`src/rtl/saip_pkg.sv`:
```
package saip_pkg;

  // ------------------------------------------------------------
  // Clocking and timing
  // ------------------------------------------------------------
  localparam int unsigned CLK_HZ        = 20_000_000;
  localparam int unsigned HALT_TIME_NS  = 5_000;     // Silence that counts as halt
  localparam int unsigned HALT_CYC      = (HALT_TIME_NS * (CLK_HZ / 1_000_000) + 999) / 1000;
  localparam int unsigned GOOD_FRAMES   = 2;         // Clean frames before play

  // ------------------------------------------------------------
  // Register offsets
  // ------------------------------------------------------------
  localparam logic [7:0] FORMAT_CONTROL_ADDR     = 8'h33;
  localparam logic [7:0] DATA_OFFSET_LOW_ADDR    = 8'h34;
  localparam logic [7:0] CLOCK_FAULT_STATUS_ADDR = 8'h71;

  // ------------------------------------------------------------
  // Format control fields and reset values
  // ------------------------------------------------------------
  localparam int unsigned FMT_OFFSET_MSB_POS = 7;
  localparam int unsigned FMT_MODE_LSB       = 4;
  localparam int unsigned FMT_SYNC_LSB       = 2;
  localparam int unsigned FMT_WLEN_LSB       = 0;
  localparam logic [7:0]  FORMAT_CONTROL_RST  = 8'h02;  // I2S, 24-bit
  localparam logic [7:0]  DATA_OFFSET_LOW_RST = 8'h00;
  localparam logic [1:0]  SYNC_SHORT          = 2'h1;

  // Status fields
  localparam int unsigned STS_CLK_ERR_POS   = 0;
  localparam int unsigned STS_RATE_LSB      = 2;
  localparam int unsigned STS_RATE_UNK_POS  = 4;
  localparam int unsigned STS_RATIO_BAD_POS = 5;
  localparam int unsigned STS_HALT_POS      = 6;

  // ------------------------------------------------------------
  // Enumerations
  // ------------------------------------------------------------
  typedef enum logic [1:0] {
    SAIP_FMT_I2S = 2'h0,
    SAIP_FMT_TDM = 2'h1,
    SAIP_FMT_RJ  = 2'h2,
    SAIP_FMT_LJ  = 2'h3
  } saip_fmt_t;

  typedef enum logic [1:0] {
    SAIP_RATE_32K  = 2'h0,
    SAIP_RATE_48K  = 2'h1,
    SAIP_RATE_96K  = 2'h2,
    SAIP_RATE_192K = 2'h3
  } saip_rate_t;

  typedef enum logic [1:0] {
    SAIP_ST_SLEEP = 2'b01,
    SAIP_ST_PLAY  = 2'b10
  } saip_state_t;

  // ------------------------------------------------------------
  // Rate windows, frame period in cycles (+-5 %)
  // ------------------------------------------------------------
  localparam int unsigned R32_MIN  = CLK_HZ / 33_600;
  localparam int unsigned R32_MAX  = CLK_HZ / 30_400;
  localparam int unsigned R48_MIN  = CLK_HZ / 50_400;
  localparam int unsigned R48_MAX  = CLK_HZ / 41_895;
  localparam int unsigned R96_MIN  = CLK_HZ / 100_800;
  localparam int unsigned R96_MAX  = CLK_HZ / 83_790;
  localparam int unsigned R192_MIN = CLK_HZ / 201_600;
  localparam int unsigned R192_MAX = CLK_HZ / 167_580;

  // Bit clock to word clock ratios
  localparam logic [9:0] RATIO_32  = 10'h020;
  localparam logic [9:0] RATIO_64  = 10'h040;
  localparam logic [9:0] RATIO_128 = 10'h080;
  localparam logic [9:0] RATIO_256 = 10'h100;
  localparam logic [9:0] RATIO_512 = 10'h200;
  localparam logic [9:0] CNT_SAT   = 10'h3FF;

endpackage

```
`src/rtl/saip_sync.sv`:
```
`timescale 1ns/1ps

// --------------------------------------------------------------
// Two-stage synchroniser for pin inputs
// --------------------------------------------------------------
module saip_sync #(
  parameter int unsigned WIDTH = 3
) (
  input  wire logic             ref_clk,
  input  wire logic             srst,
  input  wire logic [WIDTH-1:0] async_in,
  output logic      [WIDTH-1:0] sync_out
);

  logic [WIDTH-1:0] meta_reg;
  logic [WIDTH-1:0] meta_next;
  logic [WIDTH-1:0] sync_next;

  // Only the second stage reads the first
  always_comb begin
    meta_next = srst ? '0 : async_in;
    sync_next = srst ? '0 : meta_reg;
  end

  always_ff @(posedge ref_clk) begin
    meta_reg <= meta_next;
    sync_out <= sync_next;
  end

endmodule // saip_sync

```
`src/rtl/saip_port.sv`:
```
`timescale 1ns/1ps

// Operation
// Shift each serial data bit in on the bit clock rising edge.
// Derive processing clock ticks from the incoming bit clock alone.
// Measure frame period and classify 32, 48, 96 or 192 kHz family.
// On clock stop sleep and tri-state outputs; resume play automatically.
// Flag clock error in status at 0x71 on halt or bad ratio.
// Non-TDM formats need bit clock of 32 or 64 times word rate.
// TDM ratios 128/256/512 allowed depending on detected sample rate.
// Host halts clocks 100 us before changing sample rate.
// Format chosen by format control bits 5 to 4.
// Software sets sync field to 01 for short TDM sync pulses.
// Samples are two's complement, MSB first, up to 32 bits.
// Word length taken from format control bits 1 to 0.
// Nine-bit data offset from format bit 7 and offset register.
// Reset configuration is I2S framing with 24-bit words.
// I2S: word clock low is left, high is right.
// Right-justified: word clock high is left, low is right.
// TDM frame starts at frame sync rising edge.
// Clock error derives only from synchronised, registered signals.
module saip_port (
  input  wire logic        ref_clk,
  input  wire logic        srst,
  input  wire logic        bit_clock,
  input  wire logic        word_select_frame_sync,
  input  wire logic        serial_data_in,
  input  wire logic [7:0]  reg_addr,
  input  wire logic        reg_wr,
  input  wire logic [7:0]  reg_wdata,
  input  wire logic        reg_rd,
  output logic      [7:0]  reg_rdata,
  output logic      [31:0] left_sample,
  output logic      [31:0] right_sample,
  output logic             sample_valid,
  output logic             proc_tick,
  output logic             proc_sleep,
  output logic             output_hiz,
  output logic             clock_error,
  output logic      [1:0]  rate_code
);

  // ------------------------------------------------------------
  // Pin synchronisation
  // ------------------------------------------------------------
  logic [2:0] pins_sync;
  logic       sck_s;
  logic       ws_s;
  logic       sd_s;

  saip_sync #(
    .WIDTH (3)
  ) u_sync (
    .ref_clk  (ref_clk),
    .srst     (srst),
    .async_in ({bit_clock, word_select_frame_sync, serial_data_in}),
    .sync_out (pins_sync)
  );

  assign sck_s = pins_sync[2];
  assign ws_s  = pins_sync[1];
  assign sd_s  = pins_sync[0];

  // ------------------------------------------------------------
  // Register file
  // ------------------------------------------------------------
  logic [7:0] format_control_reg;
  logic [7:0] format_control_next;
  logic [7:0] data_offset_low_reg;
  logic [7:0] data_offset_low_next;
  logic [7:0] rdata_next;
  logic [7:0] status;

  saip_pkg::saip_fmt_t fmt;
  logic [1:0]          sync_mode;
  logic [5:0]          wlen;
  logic [9:0]          offset;

  // Field decode
  always_comb begin
    fmt       = saip_pkg::saip_fmt_t'(format_control_reg[saip_pkg::FMT_MODE_LSB +: 2]);
    sync_mode = format_control_reg[saip_pkg::FMT_SYNC_LSB +: 2];
    case (format_control_reg[saip_pkg::FMT_WLEN_LSB +: 2])
      2'h0:    wlen = 6'h10;
      2'h1:    wlen = 6'h14;
      2'h2:    wlen = 6'h18;
      default: wlen = 6'h20;
    endcase
    offset = {1'b0, format_control_reg[saip_pkg::FMT_OFFSET_MSB_POS], data_offset_low_reg};
  end

  // Writes and registered read data; unmapped reads return zero
  always_comb begin
    format_control_next  = format_control_reg;
    data_offset_low_next = data_offset_low_reg;
    rdata_next           = reg_rdata;
    if (reg_wr && reg_addr == saip_pkg::FORMAT_CONTROL_ADDR) begin
      format_control_next = reg_wdata;
    end
    if (reg_wr && reg_addr == saip_pkg::DATA_OFFSET_LOW_ADDR) begin
      data_offset_low_next = reg_wdata;
    end
    if (reg_rd) begin
      case (reg_addr)
        saip_pkg::FORMAT_CONTROL_ADDR:     rdata_next = format_control_reg;
        saip_pkg::DATA_OFFSET_LOW_ADDR:    rdata_next = data_offset_low_reg;
        saip_pkg::CLOCK_FAULT_STATUS_ADDR: rdata_next = status;
        default:                           rdata_next = 8'h00;
      endcase
    end
    if (srst) begin
      format_control_next  = saip_pkg::FORMAT_CONTROL_RST;
      data_offset_low_next = saip_pkg::DATA_OFFSET_LOW_RST;
      rdata_next           = 8'h00;
    end
  end

  always_ff @(posedge ref_clk) begin
    format_control_reg  <= format_control_next;
    data_offset_low_reg <= data_offset_low_next;
    reg_rdata           <= rdata_next;
  end

  // ------------------------------------------------------------
  // Receive path
  // ------------------------------------------------------------
  logic        sck_prev_reg;
  logic        ws_prev_reg;
  logic [9:0]  bit_cnt_reg;
  logic [9:0]  bit_cnt_next;
  logic [31:0] shift_reg;
  logic [31:0] shift_next;
  logic [31:0] cap_a_reg;
  logic [31:0] cap_a_next;
  logic [31:0] cap_b_reg;
  logic [31:0] cap_b_next;
  logic [31:0] left_next;
  logic [31:0] right_next;
  logic        valid_next;
  logic        tick_next;
  logic        sck_rise;
  logic        ws_edge;
  logic        frame_start;
  logic [9:0]  cur;
  logic [9:0]  start;
  logic [9:0]  idx_a;
  logic [9:0]  idx_b;
  logic        prev_left;
  logic [31:0] rj_word;

  assign sck_rise    = sck_s && !sck_prev_reg;
  assign ws_edge     = ws_s != ws_prev_reg;
  assign frame_start = ws_s && !ws_prev_reg;

  always_comb begin
    bit_cnt_next = bit_cnt_reg;
    shift_next   = shift_reg;
    cap_a_next   = cap_a_reg;
    cap_b_next   = cap_b_reg;
    left_next    = left_sample;
    right_next   = right_sample;
    valid_next   = 1'b0;
    tick_next    = 1'b0;
    cur          = 10'h000;
    start        = offset;
    idx_a        = 10'h000;
    idx_b        = 10'h000;
    // Half that just ended was left: I2S low is left, RJ/LJ high is left
    prev_left    = (fmt == saip_pkg::SAIP_FMT_I2S) ? !ws_prev_reg : ws_prev_reg;
    rj_word      = shift_reg << (6'h20 - wlen);  // RJ: last bits before the edge
    if (sck_rise) begin
      tick_next  = 1'b1;
      shift_next = {shift_reg[30:0], sd_s};
      if (fmt == saip_pkg::SAIP_FMT_TDM) begin
        cur = frame_start ? 10'h000 : ((bit_cnt_reg == saip_pkg::CNT_SAT) ? bit_cnt_reg : bit_cnt_reg + 10'h001);
        if (sync_mode == saip_pkg::SYNC_SHORT) begin
          start = offset + 10'h001;  // Short sync: MSB follows the pulse
        end
        if (frame_start) begin
          left_next  = cap_a_reg;
          right_next = cap_b_reg;
          valid_next = 1'b1;
          cap_a_next = 32'h0000_0000;
          cap_b_next = 32'h0000_0000;
        end
      end else begin
        cur = ws_edge ? 10'h000 : ((bit_cnt_reg == saip_pkg::CNT_SAT) ? bit_cnt_reg : bit_cnt_reg + 10'h001);
        if (fmt == saip_pkg::SAIP_FMT_I2S) begin
          start = offset + 10'h001;  // I2S one-bit delay
        end
        if (ws_edge) begin
          if (prev_left) begin
            left_next  = (fmt == saip_pkg::SAIP_FMT_RJ) ? rj_word : cap_a_reg;
          end else begin
            right_next = (fmt == saip_pkg::SAIP_FMT_RJ) ? rj_word : cap_a_reg;
            valid_next = 1'b1;  // Pair complete after right half
          end
          cap_a_next = 32'h0000_0000;
        end
      end
      bit_cnt_next = cur;
      idx_a        = cur - start;
      idx_b        = cur - start - {4'h0, wlen};
      // MSB first, left aligned, sign kept
      if (cur >= start && idx_a < {4'h0, wlen}) begin
        cap_a_next[5'd31 - idx_a[4:0]] = sd_s;
      end else if (fmt == saip_pkg::SAIP_FMT_TDM && cur >= start + {4'h0, wlen} && idx_b < {4'h0, wlen}) begin
        cap_b_next[5'd31 - idx_b[4:0]] = sd_s;
      end
    end
    if (srst) begin
      bit_cnt_next = 10'h000;
      shift_next   = 32'h0000_0000;
      cap_a_next   = 32'h0000_0000;
      cap_b_next   = 32'h0000_0000;
      left_next    = 32'h0000_0000;
      right_next   = 32'h0000_0000;
      valid_next   = 1'b0;
      tick_next    = 1'b0;
    end
  end

  always_ff @(posedge ref_clk) begin
    bit_cnt_reg  <= bit_cnt_next;
    shift_reg    <= shift_next;
    cap_a_reg    <= cap_a_next;
    cap_b_reg    <= cap_b_next;
    left_sample  <= left_next;
    right_sample <= right_next;
    sample_valid <= valid_next;
    proc_tick    <= tick_next;
  end

  // ------------------------------------------------------------
  // Clock supervision
  // ------------------------------------------------------------
  logic [11:0] idle_cnt_reg;
  logic [11:0] idle_cnt_next;
  logic [9:0]  ratio_cnt_reg;
  logic [9:0]  ratio_cnt_next;
  logic [11:0] period_cnt_reg;
  logic [11:0] period_cnt_next;
  logic        halt_reg;
  logic        halt_next;
  logic        ratio_bad_reg;
  logic        ratio_bad_next;
  logic        rate_unk_reg;
  logic        rate_unk_next;
  logic [1:0]  rate_next;
  logic [1:0]  good_reg;
  logic [1:0]  good_next;
  logic        ws_prev_next;
  logic        sck_prev_next;
  logic        ratio_ok;
  logic [9:0]  ratio_meas;

  always_comb begin
    ratio_meas = ratio_cnt_reg + 10'h001;
    ratio_ok   = 1'b0;
    if (fmt == saip_pkg::SAIP_FMT_TDM) begin
      ratio_ok = ratio_meas == saip_pkg::RATIO_128;
      if (rate_unk_reg || rate_code == saip_pkg::SAIP_RATE_48K || rate_code == saip_pkg::SAIP_RATE_96K) begin
        ratio_ok = ratio_ok || ratio_meas == saip_pkg::RATIO_256;
      end
      if (rate_unk_reg || rate_code == saip_pkg::SAIP_RATE_48K) begin
        ratio_ok = ratio_ok || ratio_meas == saip_pkg::RATIO_512;
      end
    end else begin
      ratio_ok = ratio_meas == saip_pkg::RATIO_32 || ratio_meas == saip_pkg::RATIO_64;
    end
  end

  always_comb begin
    sck_prev_next   = sck_s;
    ws_prev_next    = sck_rise ? ws_s : ws_prev_reg;
    idle_cnt_next   = sck_rise ? 12'h000 : ((idle_cnt_reg == 12'hFFF) ? idle_cnt_reg : idle_cnt_reg + 12'h001);
    halt_next       = idle_cnt_reg >= 12'(saip_pkg::HALT_CYC);
    period_cnt_next = (period_cnt_reg == 12'hFFF) ? period_cnt_reg : period_cnt_reg + 12'h001;
    ratio_cnt_next  = ratio_cnt_reg;
    ratio_bad_next  = ratio_bad_reg;
    rate_unk_next   = rate_unk_reg;
    rate_next       = rate_code;
    good_next       = good_reg;
    if (sck_rise) begin
      ratio_cnt_next = (ratio_cnt_reg == saip_pkg::CNT_SAT) ? ratio_cnt_reg : ratio_cnt_reg + 10'h001;
      if (ratio_cnt_reg == saip_pkg::CNT_SAT) begin
        ratio_bad_next = 1'b1;  // Word clock stopped while bit clock runs
        good_next      = 2'h0;
      end
      if (frame_start) begin
        ratio_cnt_next  = 10'h000;
        period_cnt_next = 12'h000;
        ratio_bad_next  = !ratio_ok;
        good_next       = !ratio_ok ? 2'h0 : ((good_reg == 2'h3) ? good_reg : good_reg + 2'h1);
        rate_unk_next   = 1'b0;
        // Frame period picks the rate family
        if (period_cnt_reg >= 12'(saip_pkg::R32_MIN) && period_cnt_reg <= 12'(saip_pkg::R32_MAX)) begin
          rate_next = saip_pkg::SAIP_RATE_32K;
        end else if (period_cnt_reg >= 12'(saip_pkg::R48_MIN) && period_cnt_reg <= 12'(saip_pkg::R48_MAX)) begin
          rate_next = saip_pkg::SAIP_RATE_48K;
        end else if (period_cnt_reg >= 12'(saip_pkg::R96_MIN) && period_cnt_reg <= 12'(saip_pkg::R96_MAX)) begin
          rate_next = saip_pkg::SAIP_RATE_96K;
        end else if (period_cnt_reg >= 12'(saip_pkg::R192_MIN) && period_cnt_reg <= 12'(saip_pkg::R192_MAX)) begin
          rate_next = saip_pkg::SAIP_RATE_192K;
        end else begin
          rate_unk_next = 1'b1;
        end
      end
    end
    if (halt_reg) begin
      good_next = 2'h0;
    end
    if (srst) begin
      sck_prev_next   = 1'b0;
      ws_prev_next    = 1'b0;
      idle_cnt_next   = 12'hFFF;  // Counts as silent, so halt holds until a clock arrives
      halt_next       = 1'b1;  // No clocks seen yet
      period_cnt_next = 12'h000;
      ratio_cnt_next  = 10'h000;
      ratio_bad_next  = 1'b0;
      rate_unk_next   = 1'b1;
      rate_next       = saip_pkg::SAIP_RATE_48K;
      good_next       = 2'h0;
    end
  end

  always_ff @(posedge ref_clk) begin
    sck_prev_reg   <= sck_prev_next;
    ws_prev_reg    <= ws_prev_next;
    idle_cnt_reg   <= idle_cnt_next;
    halt_reg       <= halt_next;
    period_cnt_reg <= period_cnt_next;
    ratio_cnt_reg  <= ratio_cnt_next;
    ratio_bad_reg  <= ratio_bad_next;
    rate_unk_reg   <= rate_unk_next;
    rate_code      <= rate_next;
    good_reg       <= good_next;
  end

  // ------------------------------------------------------------
  // Play / sleep control
  // ------------------------------------------------------------
  saip_pkg::saip_state_t state_reg;
  saip_pkg::saip_state_t state_next;
  logic                  err_next;

  // Config untouched, so play resumes as before
  always_comb begin
    err_next   = halt_reg || ratio_bad_reg;
    state_next = state_reg;
    case (state_reg)
      saip_pkg::SAIP_ST_PLAY: begin
        if (err_next) begin
          state_next = saip_pkg::SAIP_ST_SLEEP;
        end
      end
      saip_pkg::SAIP_ST_SLEEP: begin
        if (!err_next && good_reg >= 2'(saip_pkg::GOOD_FRAMES)) begin
          state_next = saip_pkg::SAIP_ST_PLAY;
        end
      end
      default: state_next = saip_pkg::SAIP_ST_SLEEP;
    endcase
    if (srst) begin
      state_next = saip_pkg::SAIP_ST_SLEEP;
      err_next   = 1'b1;
    end
  end

  always_ff @(posedge ref_clk) begin
    state_reg   <= state_next;
    clock_error <= err_next;
    proc_sleep  <= state_next == saip_pkg::SAIP_ST_SLEEP;
    output_hiz  <= state_next == saip_pkg::SAIP_ST_SLEEP;
  end

  // Fault register word
  always_comb begin
    status = 8'h00;
    status[saip_pkg::STS_CLK_ERR_POS]         = clock_error;
    status[saip_pkg::STS_RATE_LSB +: 2]       = rate_code;
    status[saip_pkg::STS_RATE_UNK_POS]        = rate_unk_reg;
    status[saip_pkg::STS_RATIO_BAD_POS]       = ratio_bad_reg;
    status[saip_pkg::STS_HALT_POS]            = halt_reg;
  end

endmodule // saip_port

```
`config.mk`:
```
export PLATFORM = sky130hd
export DESIGN_NAME = saip_port
export DESIGN_NICKNAME = d
export VERILOG_FILES = /design/src/rtl/saip_pkg.sv /design/src/rtl/saip_sync.sv /design/src/rtl/saip_port.sv
export SDC_FILE = /design/constraint.sdc
export NUM_CORES = 1
export LEC_CHECK = 0
export ABC_CLOCK_PERIOD_IN_PS = 9100
export BUFFER_PORTS_ARGS = -buffer_cell sky130_fd_sc_hd__buf_2
export CAP_MARGIN = 20
export CORE_UTILIZATION = 65
export CTS_CLUSTER_DIAMETER = 60
export DETAILED_ROUTE_END_ITERATION = 16
export PLACE_DENSITY_LB_ADDON = 0.08
export SLEW_MARGIN = 25
export SYNTH_ARGS = -nofsm -noshare
export SYNTH_HDL_FRONTEND = slang
export SYNTH_SLANG_ARGS = --single-unit
```
`constraint.sdc`:
```
create_clock -name ref_clk -period 9.1 [get_ports ref_clk]
set_input_delay 0.91 -clock ref_clk [delete_from_list [all_inputs] [get_ports ref_clk]]
set_output_delay 0.91 -clock ref_clk [all_outputs]
set_load 0.1 [all_outputs]
```
== After elaboration in Yosys (flattened, before gate mapping) ==
Cells that the tools add are included.
W data, S select, Z words.
Storage, ports and cells
  memories kept: 0
  logic and storage cells: 197
  bits in writable memories: 0
  latch bits: 0
  memory bits (read-only): 0
  output and inout bits: 79
  bits in registers: 249
  input bits: 23
Cells by class
  equal/unequal tests: 29
  multiply operators: 0
  $add $sub $neg: 12
  reduce and logical (&&, ||, !) cells: 39
  muxes and demuxes: 71
  $lt $le $gt $ge: 18
  div/mod/pow operators: 0
  shift-type cells: 1
  bitwise operators: 1
Operators with widths (count)
  $mux W32: 19
  $mux W10: 11
  $bwmux W32: 2
  $mux W12: 5
  $shl A32 B6 Y32: 1
  $eq A10 B10 Y1 const B: 3
  $add A12 B1 Y12 const B: 2
  $eq A12 B12 Y1 const B: 2
  $ge A12 B7 Y1 const B: 2
  $pmux W8 S3: 1
  $mux W2: 11
  $add A10 B1 Y10 const B: 2
  $ge A10 B10 Y1: 2
  $lt A10 B6 Y1: 2
  $mux W1: 18
  $pmux W6 S3: 1
  $eq A8 B6 Y1 const B: 2
  $logic_and A1 B1 Y1: 14
  $eq A2 B1 Y1 const B: 6
  $ge A12 B10 Y1 const B: 1
  $ge A12 B8 Y1 const B: 1
  $ge A12 B9 Y1 const B: 1
  $le A12 B10 Y1 const B: 1
  $le A12 B7 Y1 const B: 1
  34 further kinds: 60

== Depth between registers and ports, before layout ==
  depth in word-level cells: 15
  mapped depth: 26
  depth with buffers taken out: 24

== By module ==
From an unflattened synthesis, not the netlist that was laid out.
Unflattened totals
  cells, all modules: 1793
  area total of the unflattened synthesis: 13872.1 µm²
Modules (own cells, without submodules)
  saip_port: sequential area each 4864.7 µm², cells each 1781, instances 1, area an instance 13714.4 µm²
  saip_sync: sequential area each 120.1 µm², cells each 12, instances 1, area an instance 157.7 µm²

== Least setup slack after synthesis ==
Ideal clock, no wire load.
  kind: register to register
  from: register format_control_reg[5]
  to: register cap_b_reg[28]
  cell stages (with the launch flop): 26
  path slack: 3701 ps
  buffers on the path: 3
  library setup time: 132 ps
  required time: 8968 ps
  arrival time: 5267 ps
  clock period less this slack: 5399 ps
  cells stage by stage: dfxtp_1 -> clkbuf_1 -> nor3b_2 -> a21oi_2 -> clkbuf_1 -> nor2_1 -> ha_1 -> nor2b_1 -> o21ai_0 -> nand2b_1 -> xnor2_1 -> xnor2_2 -> clkinv_1 -> fa_1 -> xor2_1 -> inv_1 -> ha_1 -> o21a_1 -> o21ai_0 -> nand2_1 -> a31oi_1 -> o31ai_1 -> a311oi_4 -> buf_6 -> nand4_1 -> mux2i_1
Between the ends
  cells in the longest elaborated chain, start to end: 14
  elaborated cells on any way between the ends: 28
  those cells by class: add/sub: 4; order compare: 6; eq/ne: 1; mux: 12; reduce/logical: 5
RTL lines
  start: declaration: line saip_port.sv:67  | logic [7:0] format_control_reg;
  start signal: assignment: line saip_port.sv:119  | format_control_reg <= format_control_next;
  $logic_not A2 Y1: line saip_port.sv:188  | if (fmt == saip_pkg::SAIP_FMT_I2S) begin
  $mux W10: line saip_port.sv:188
  $mux W10: line saip_port.sv:174  | if (fmt == saip_pkg::SAIP_FMT_TDM) begin
  $mux W10: line saip_port.sv:171  | if (sck_rise) begin
  $sub A10 B10 Y10: line saip_port.sv:202, saip_port.sv:203
  $sub A10 B6 Y10: line saip_port.sv:203  | idx_b = cur - start - {4'h0, wlen};
  $sub A5 B5 Y5: line saip_port.sv:208  | cap_b_next[5'd31 - idx_b[4:0]] = sd_s;
  $lt A5 B6 Y1 (implied by the code) or $ge A5 B1 Y1 (tied branches): line saip_port.sv:208
  $logic_and A1 B1 Y1 (implied by the code): line saip_port.sv:208
  $mux W1 (implied by the code): line saip_port.sv:208
  $demux W1 S5: line saip_port.sv:208
  $bwmux W32: line saip_port.sv:208
  $mux W32: line saip_port.sv:207  | end else if (fmt == saip_pkg::SAIP_FMT_TDM && cur >= start + {4'h0, wlen} && idx_b < {4'h0, wlen}) begin
  $mux W32 (*): line saip_port.sv:205  | if (cur >= start && idx_a < {4'h0, wlen}) begin
  end signal: assignment: line saip_port.sv:227  | cap_b_reg <= cap_b_next;
  end: declaration: line saip_port.sv:135  | logic [31:0] cap_b_reg;
Mark *: on every way between the ends. The rest lies on a longest branch, timed or not. The select of a mux whose other input is x is not followed.
A chain may end at the register's enable or synchronous reset.

== Worst setup path after layout ==
  from: register format_control_reg[4]
  to: register cap_b_reg[26]
The elaborated chain is that of the path after synthesis.

==> results.sh <==
export IMPL_synth_seq_cells=249
export IMPL_tightest_slew_ns=1.04
export IMPL_finalSetupViolations=0
export IMPL_post_cts_resized=0
export IMPL_drtIter0Drc=1265
export IMPL_pin_count=102
export IMPL_syn_area_mm2=0.0137
export IMPL_grt_overflow=0
export IMPL_die_y_um=147
export IMPL_yosysSeqAreaShare=0.364
export IMPL_switchingPower_mw=0.713
export IMPL_core_area_mm2=0.0204
export IMPL_cts_root_buf="clkbuf_16"
export IMPL_postCtsSetupBuffers=0
export IMPL_synth_area_per_cell_um2=7.80
export IMPL_routabilityCongestion=0.976
export IMPL_dr_pass1_iters=6
export IMPL_finalWirelength_um=37800
export IMPL_routed_via_count=13087
export IMPL_dieArea_mm2=0.0217
export IMPL_cts_hold_buf=0
export IMPL_drc=0
export IMPL_grt_max_degree=70
export IMPL_netSwitchingFraction=0.277
export IMPL_wl_per_cell_um=18.2
export IMPL_slew_viol_final=0
export IMPL_cts_sinks=249
export IMPL_tns_ns=0
export IMPL_rrSetupSlack_ns=2.01
export IMPL_synth_main_ff_cell="dfxtp_1"
export IMPL_postSynth_asyncResetShare=0
export IMPL_grt_pass1_vias=11884
export IMPL_hold_viol=0
export IMPL_die_x_um=147
export IMPL_grt_pass1_wl_um=61000
export IMPL_powerDensity_mw_per_mm2=170
export IMPL_cp_data_arrival_time_ns=7.51
export IMPL_synth_cell_types=85
export IMPL_final_nets=1855
export IMPL_crit_path_end_kind="flip-flop"
export IMPL_cts_buffers=29
export IMPL_synth_nets=1830
export IMPL_via_per_inst=6.31
export IMPL_wl_met2_um=16700
export IMPL_rows=52
export IMPL_grt_antenna_before_repair=1
export IMPL_clkTransAtPathRegs_ns=0.06
export IMPL_power_leakage_nw=5.82
export IMPL_finClkSkew_ns=0.0229
export IMPL_ant_nets=0
export IMPL_start_util=0.671
export IMPL_grt_use_total=0.344
export IMPL_clk_latency_ns=0.56
export IMPL_drive_gt1_frac=0.118
export IMPL_fmax_mhz=141
export IMPL_dp_hpwl_um=26100
export IMPL_maxCapViolCount=0
export IMPL_layout_min_cycle_time_ns=7.09
export IMPL_clockBufferDepth=3
export IMPL_htreeDepth=1
export IMPL_critPathMaxFanout=49
export IMPL_drt_met1_wl_um=16800
export IMPL_status="complete, no violations"
export IMPL_crit_type="flip-flop to flip-flop"
export IMPL_fin_hold_ws_ns=0.442
export IMPL_syn_to_final_growth_pct=10.4
export IMPL_ys_warn_count=0
export IMPL_hp_class="flip-flop to flip-flop"
export IMPL_critPathRequiredTime_ns=9.51
export IMPL_relSlewSlack=0.309
export IMPL_highest_layer="met4"
export IMPL_routed_wl_met3_um=3340
export IMPL_synth_cells=1758
export IMPL_io_buffers=101
export IMPL_ir_worst_vdd_mv=0.238
export IMPL_start_kind="flip-flop"
export IMPL_pwr_share_seq=0.445
export IMPL_pwr_share_comb=0.120
export IMPL_cts_tree="built"
export IMPL_p_clk_frac=0.436
export IMPL_rsz0062_at_grt="no"
export IMPL_min_period_over_period=0.780
export IMPL_intPower_mw=1.86
export IMPL_synth_edf_count=0
[worst max-delay path, cell delays in order (launching register included)]
cell and delay (ns):
dfxtp_1 0.57, nand2b_2 0.65, a21oi_2 0.83, nor2_1 0.18, ha_1 0.36, nor2b_1 0.13
o21ai_0 0.23, nand2b_1 0.18, xnor2_1 0.19, xnor2_2 0.39, clkinv_1 0.34, fa_1 0.50
xor2_1 0.35, inv_1 0.18, ha_1 0.32, o21a_1 0.10, o21ai_0 0.14, nand2_1 0.07
a31oi_1 0.14, o31ai_1 0.12, a311oi_4 0.26, buf_4 0.36, nand4_1 0.17, mux2i_1 0.17
[metal layers]
metal | vias up | GRT usage
li1 | 6335 | -
met1 | 6142 | 0.479
met2 | 537 | 0.532
met3 | 73 | 0.0742
met4 | 0 | 0.106
met5 | - | 0
[cells in the mapped netlist (11+ instances only)]
master,number,area [µm²]
a211oi_1,45,338
a21oi_1,152,761
a22oi_1,14,105
a311oi_1,14,123
and2_1,12,75.1
and3_1,21,131
clkbuf_1,97,364
dfxtp_1,249,4980
ha_1,46,576
inv_1,37,139
mux2_2,11,124
mux2i_1,60,601
nand2_1,305,1140
nand2b_1,14,87.6
nand3_1,65,325
nand4_1,44,275
nor2_1,166,623
nor2b_1,25,156
nor3_1,28,140
nor4_1,38,238
o21ai_0,88,440
o22ai_1,22,138
xnor2_1,13,114
xor2_1,29,254
[power by group through the flow]
stage	Clock (mW)	Combinational (mW)	Sequential [mW]
floorplan	0	0.223	1.18
global placement	0	0.294	1.17
detailed placement	0	0.299	1.17
CTS	1.13	0.302	1.14
global route	1.18	0.336	1.15
finish	1.12	0.308	1.14
[layout by cell type, fill, tap and decap left out, drive strengths merged, types with 4 or more instances in the layout]
cell and instances:
nor2 166, inv 43, o22ai 22, a211oi 47, nand2b 14, dfxtp 249
nand3b 4, and3 21, nand3 67, clkbuf 38, o21ai 97, a31oi 10
clkinv 7, xnor2 15, nor4 39, and2 12, nor2b 25, nand4 44
xor2 31, ha 46, mux2 11, buf 115, a221oi 4, mux2i 60
a21oi 153, or4 5, a311oi 15, or3 11, a222oi 6, a21o 8
a22oi 14, nand2 306, nor3 30, o211ai 8
[path summary, 6_finish.rpt]
path	startpoint	to	cells past startpoint
setup / recovery	format_control_reg[4]$_SDFFE_PP0P_	cap_b_reg[26]$_SDFFE_PP0P_	23
hold / removal	u_sync.meta_reg[0]$_SDFF_PP0_	u_sync.sync_out[0]$_SDFF_PP0_	1
setup reg to reg	format_control_reg[4]$_SDFFE_PP0P_	cap_b_reg[26]$_SDFFE_PP0P_	23
hold reg to reg	u_sync.meta_reg[0]$_SDFF_PP0_	u_sync.sync_out[0]$_SDFF_PP0_	1
[area by class of cell]
type,count,area (µm²)
multi-input cells,1347,8120
fillers,1645,5290
flip-flops and latches,249,4980
clock buffers,38,800
repair buffers,115,613
well taps,270,338
inverters,41,154
clock inverters,13,123
diodes,1,2.50
[cell families after synthesis]
kind of cell / share of synthesized area
muxes: 0.0578
buffers and inverters: 0.0475
AOI/OAI and AO/OA: 0.195
xor gates and xnor gates: 0.0332
adders and majority gates: 0.0471
DFF: 0.364
and+or+nand+nor: 0.256
[per-stage QoR]
step	utilization	power, mW	cells	setup WS, ns	cell area, µm²
final	0.741	2.57	2074	2.01	15100
after global routing	0.741	2.66	2073	1.34	15100
after CTS	0.740	2.58	2073	2.12	15100
after detailed placement	0.695	1.47	2022	2.21	14200
after global placement	0.695	1.46	2022	2.48	14200
after floorplan	-	1.40	1758	3.70	13700
Power figures use the tool's default switching activity.
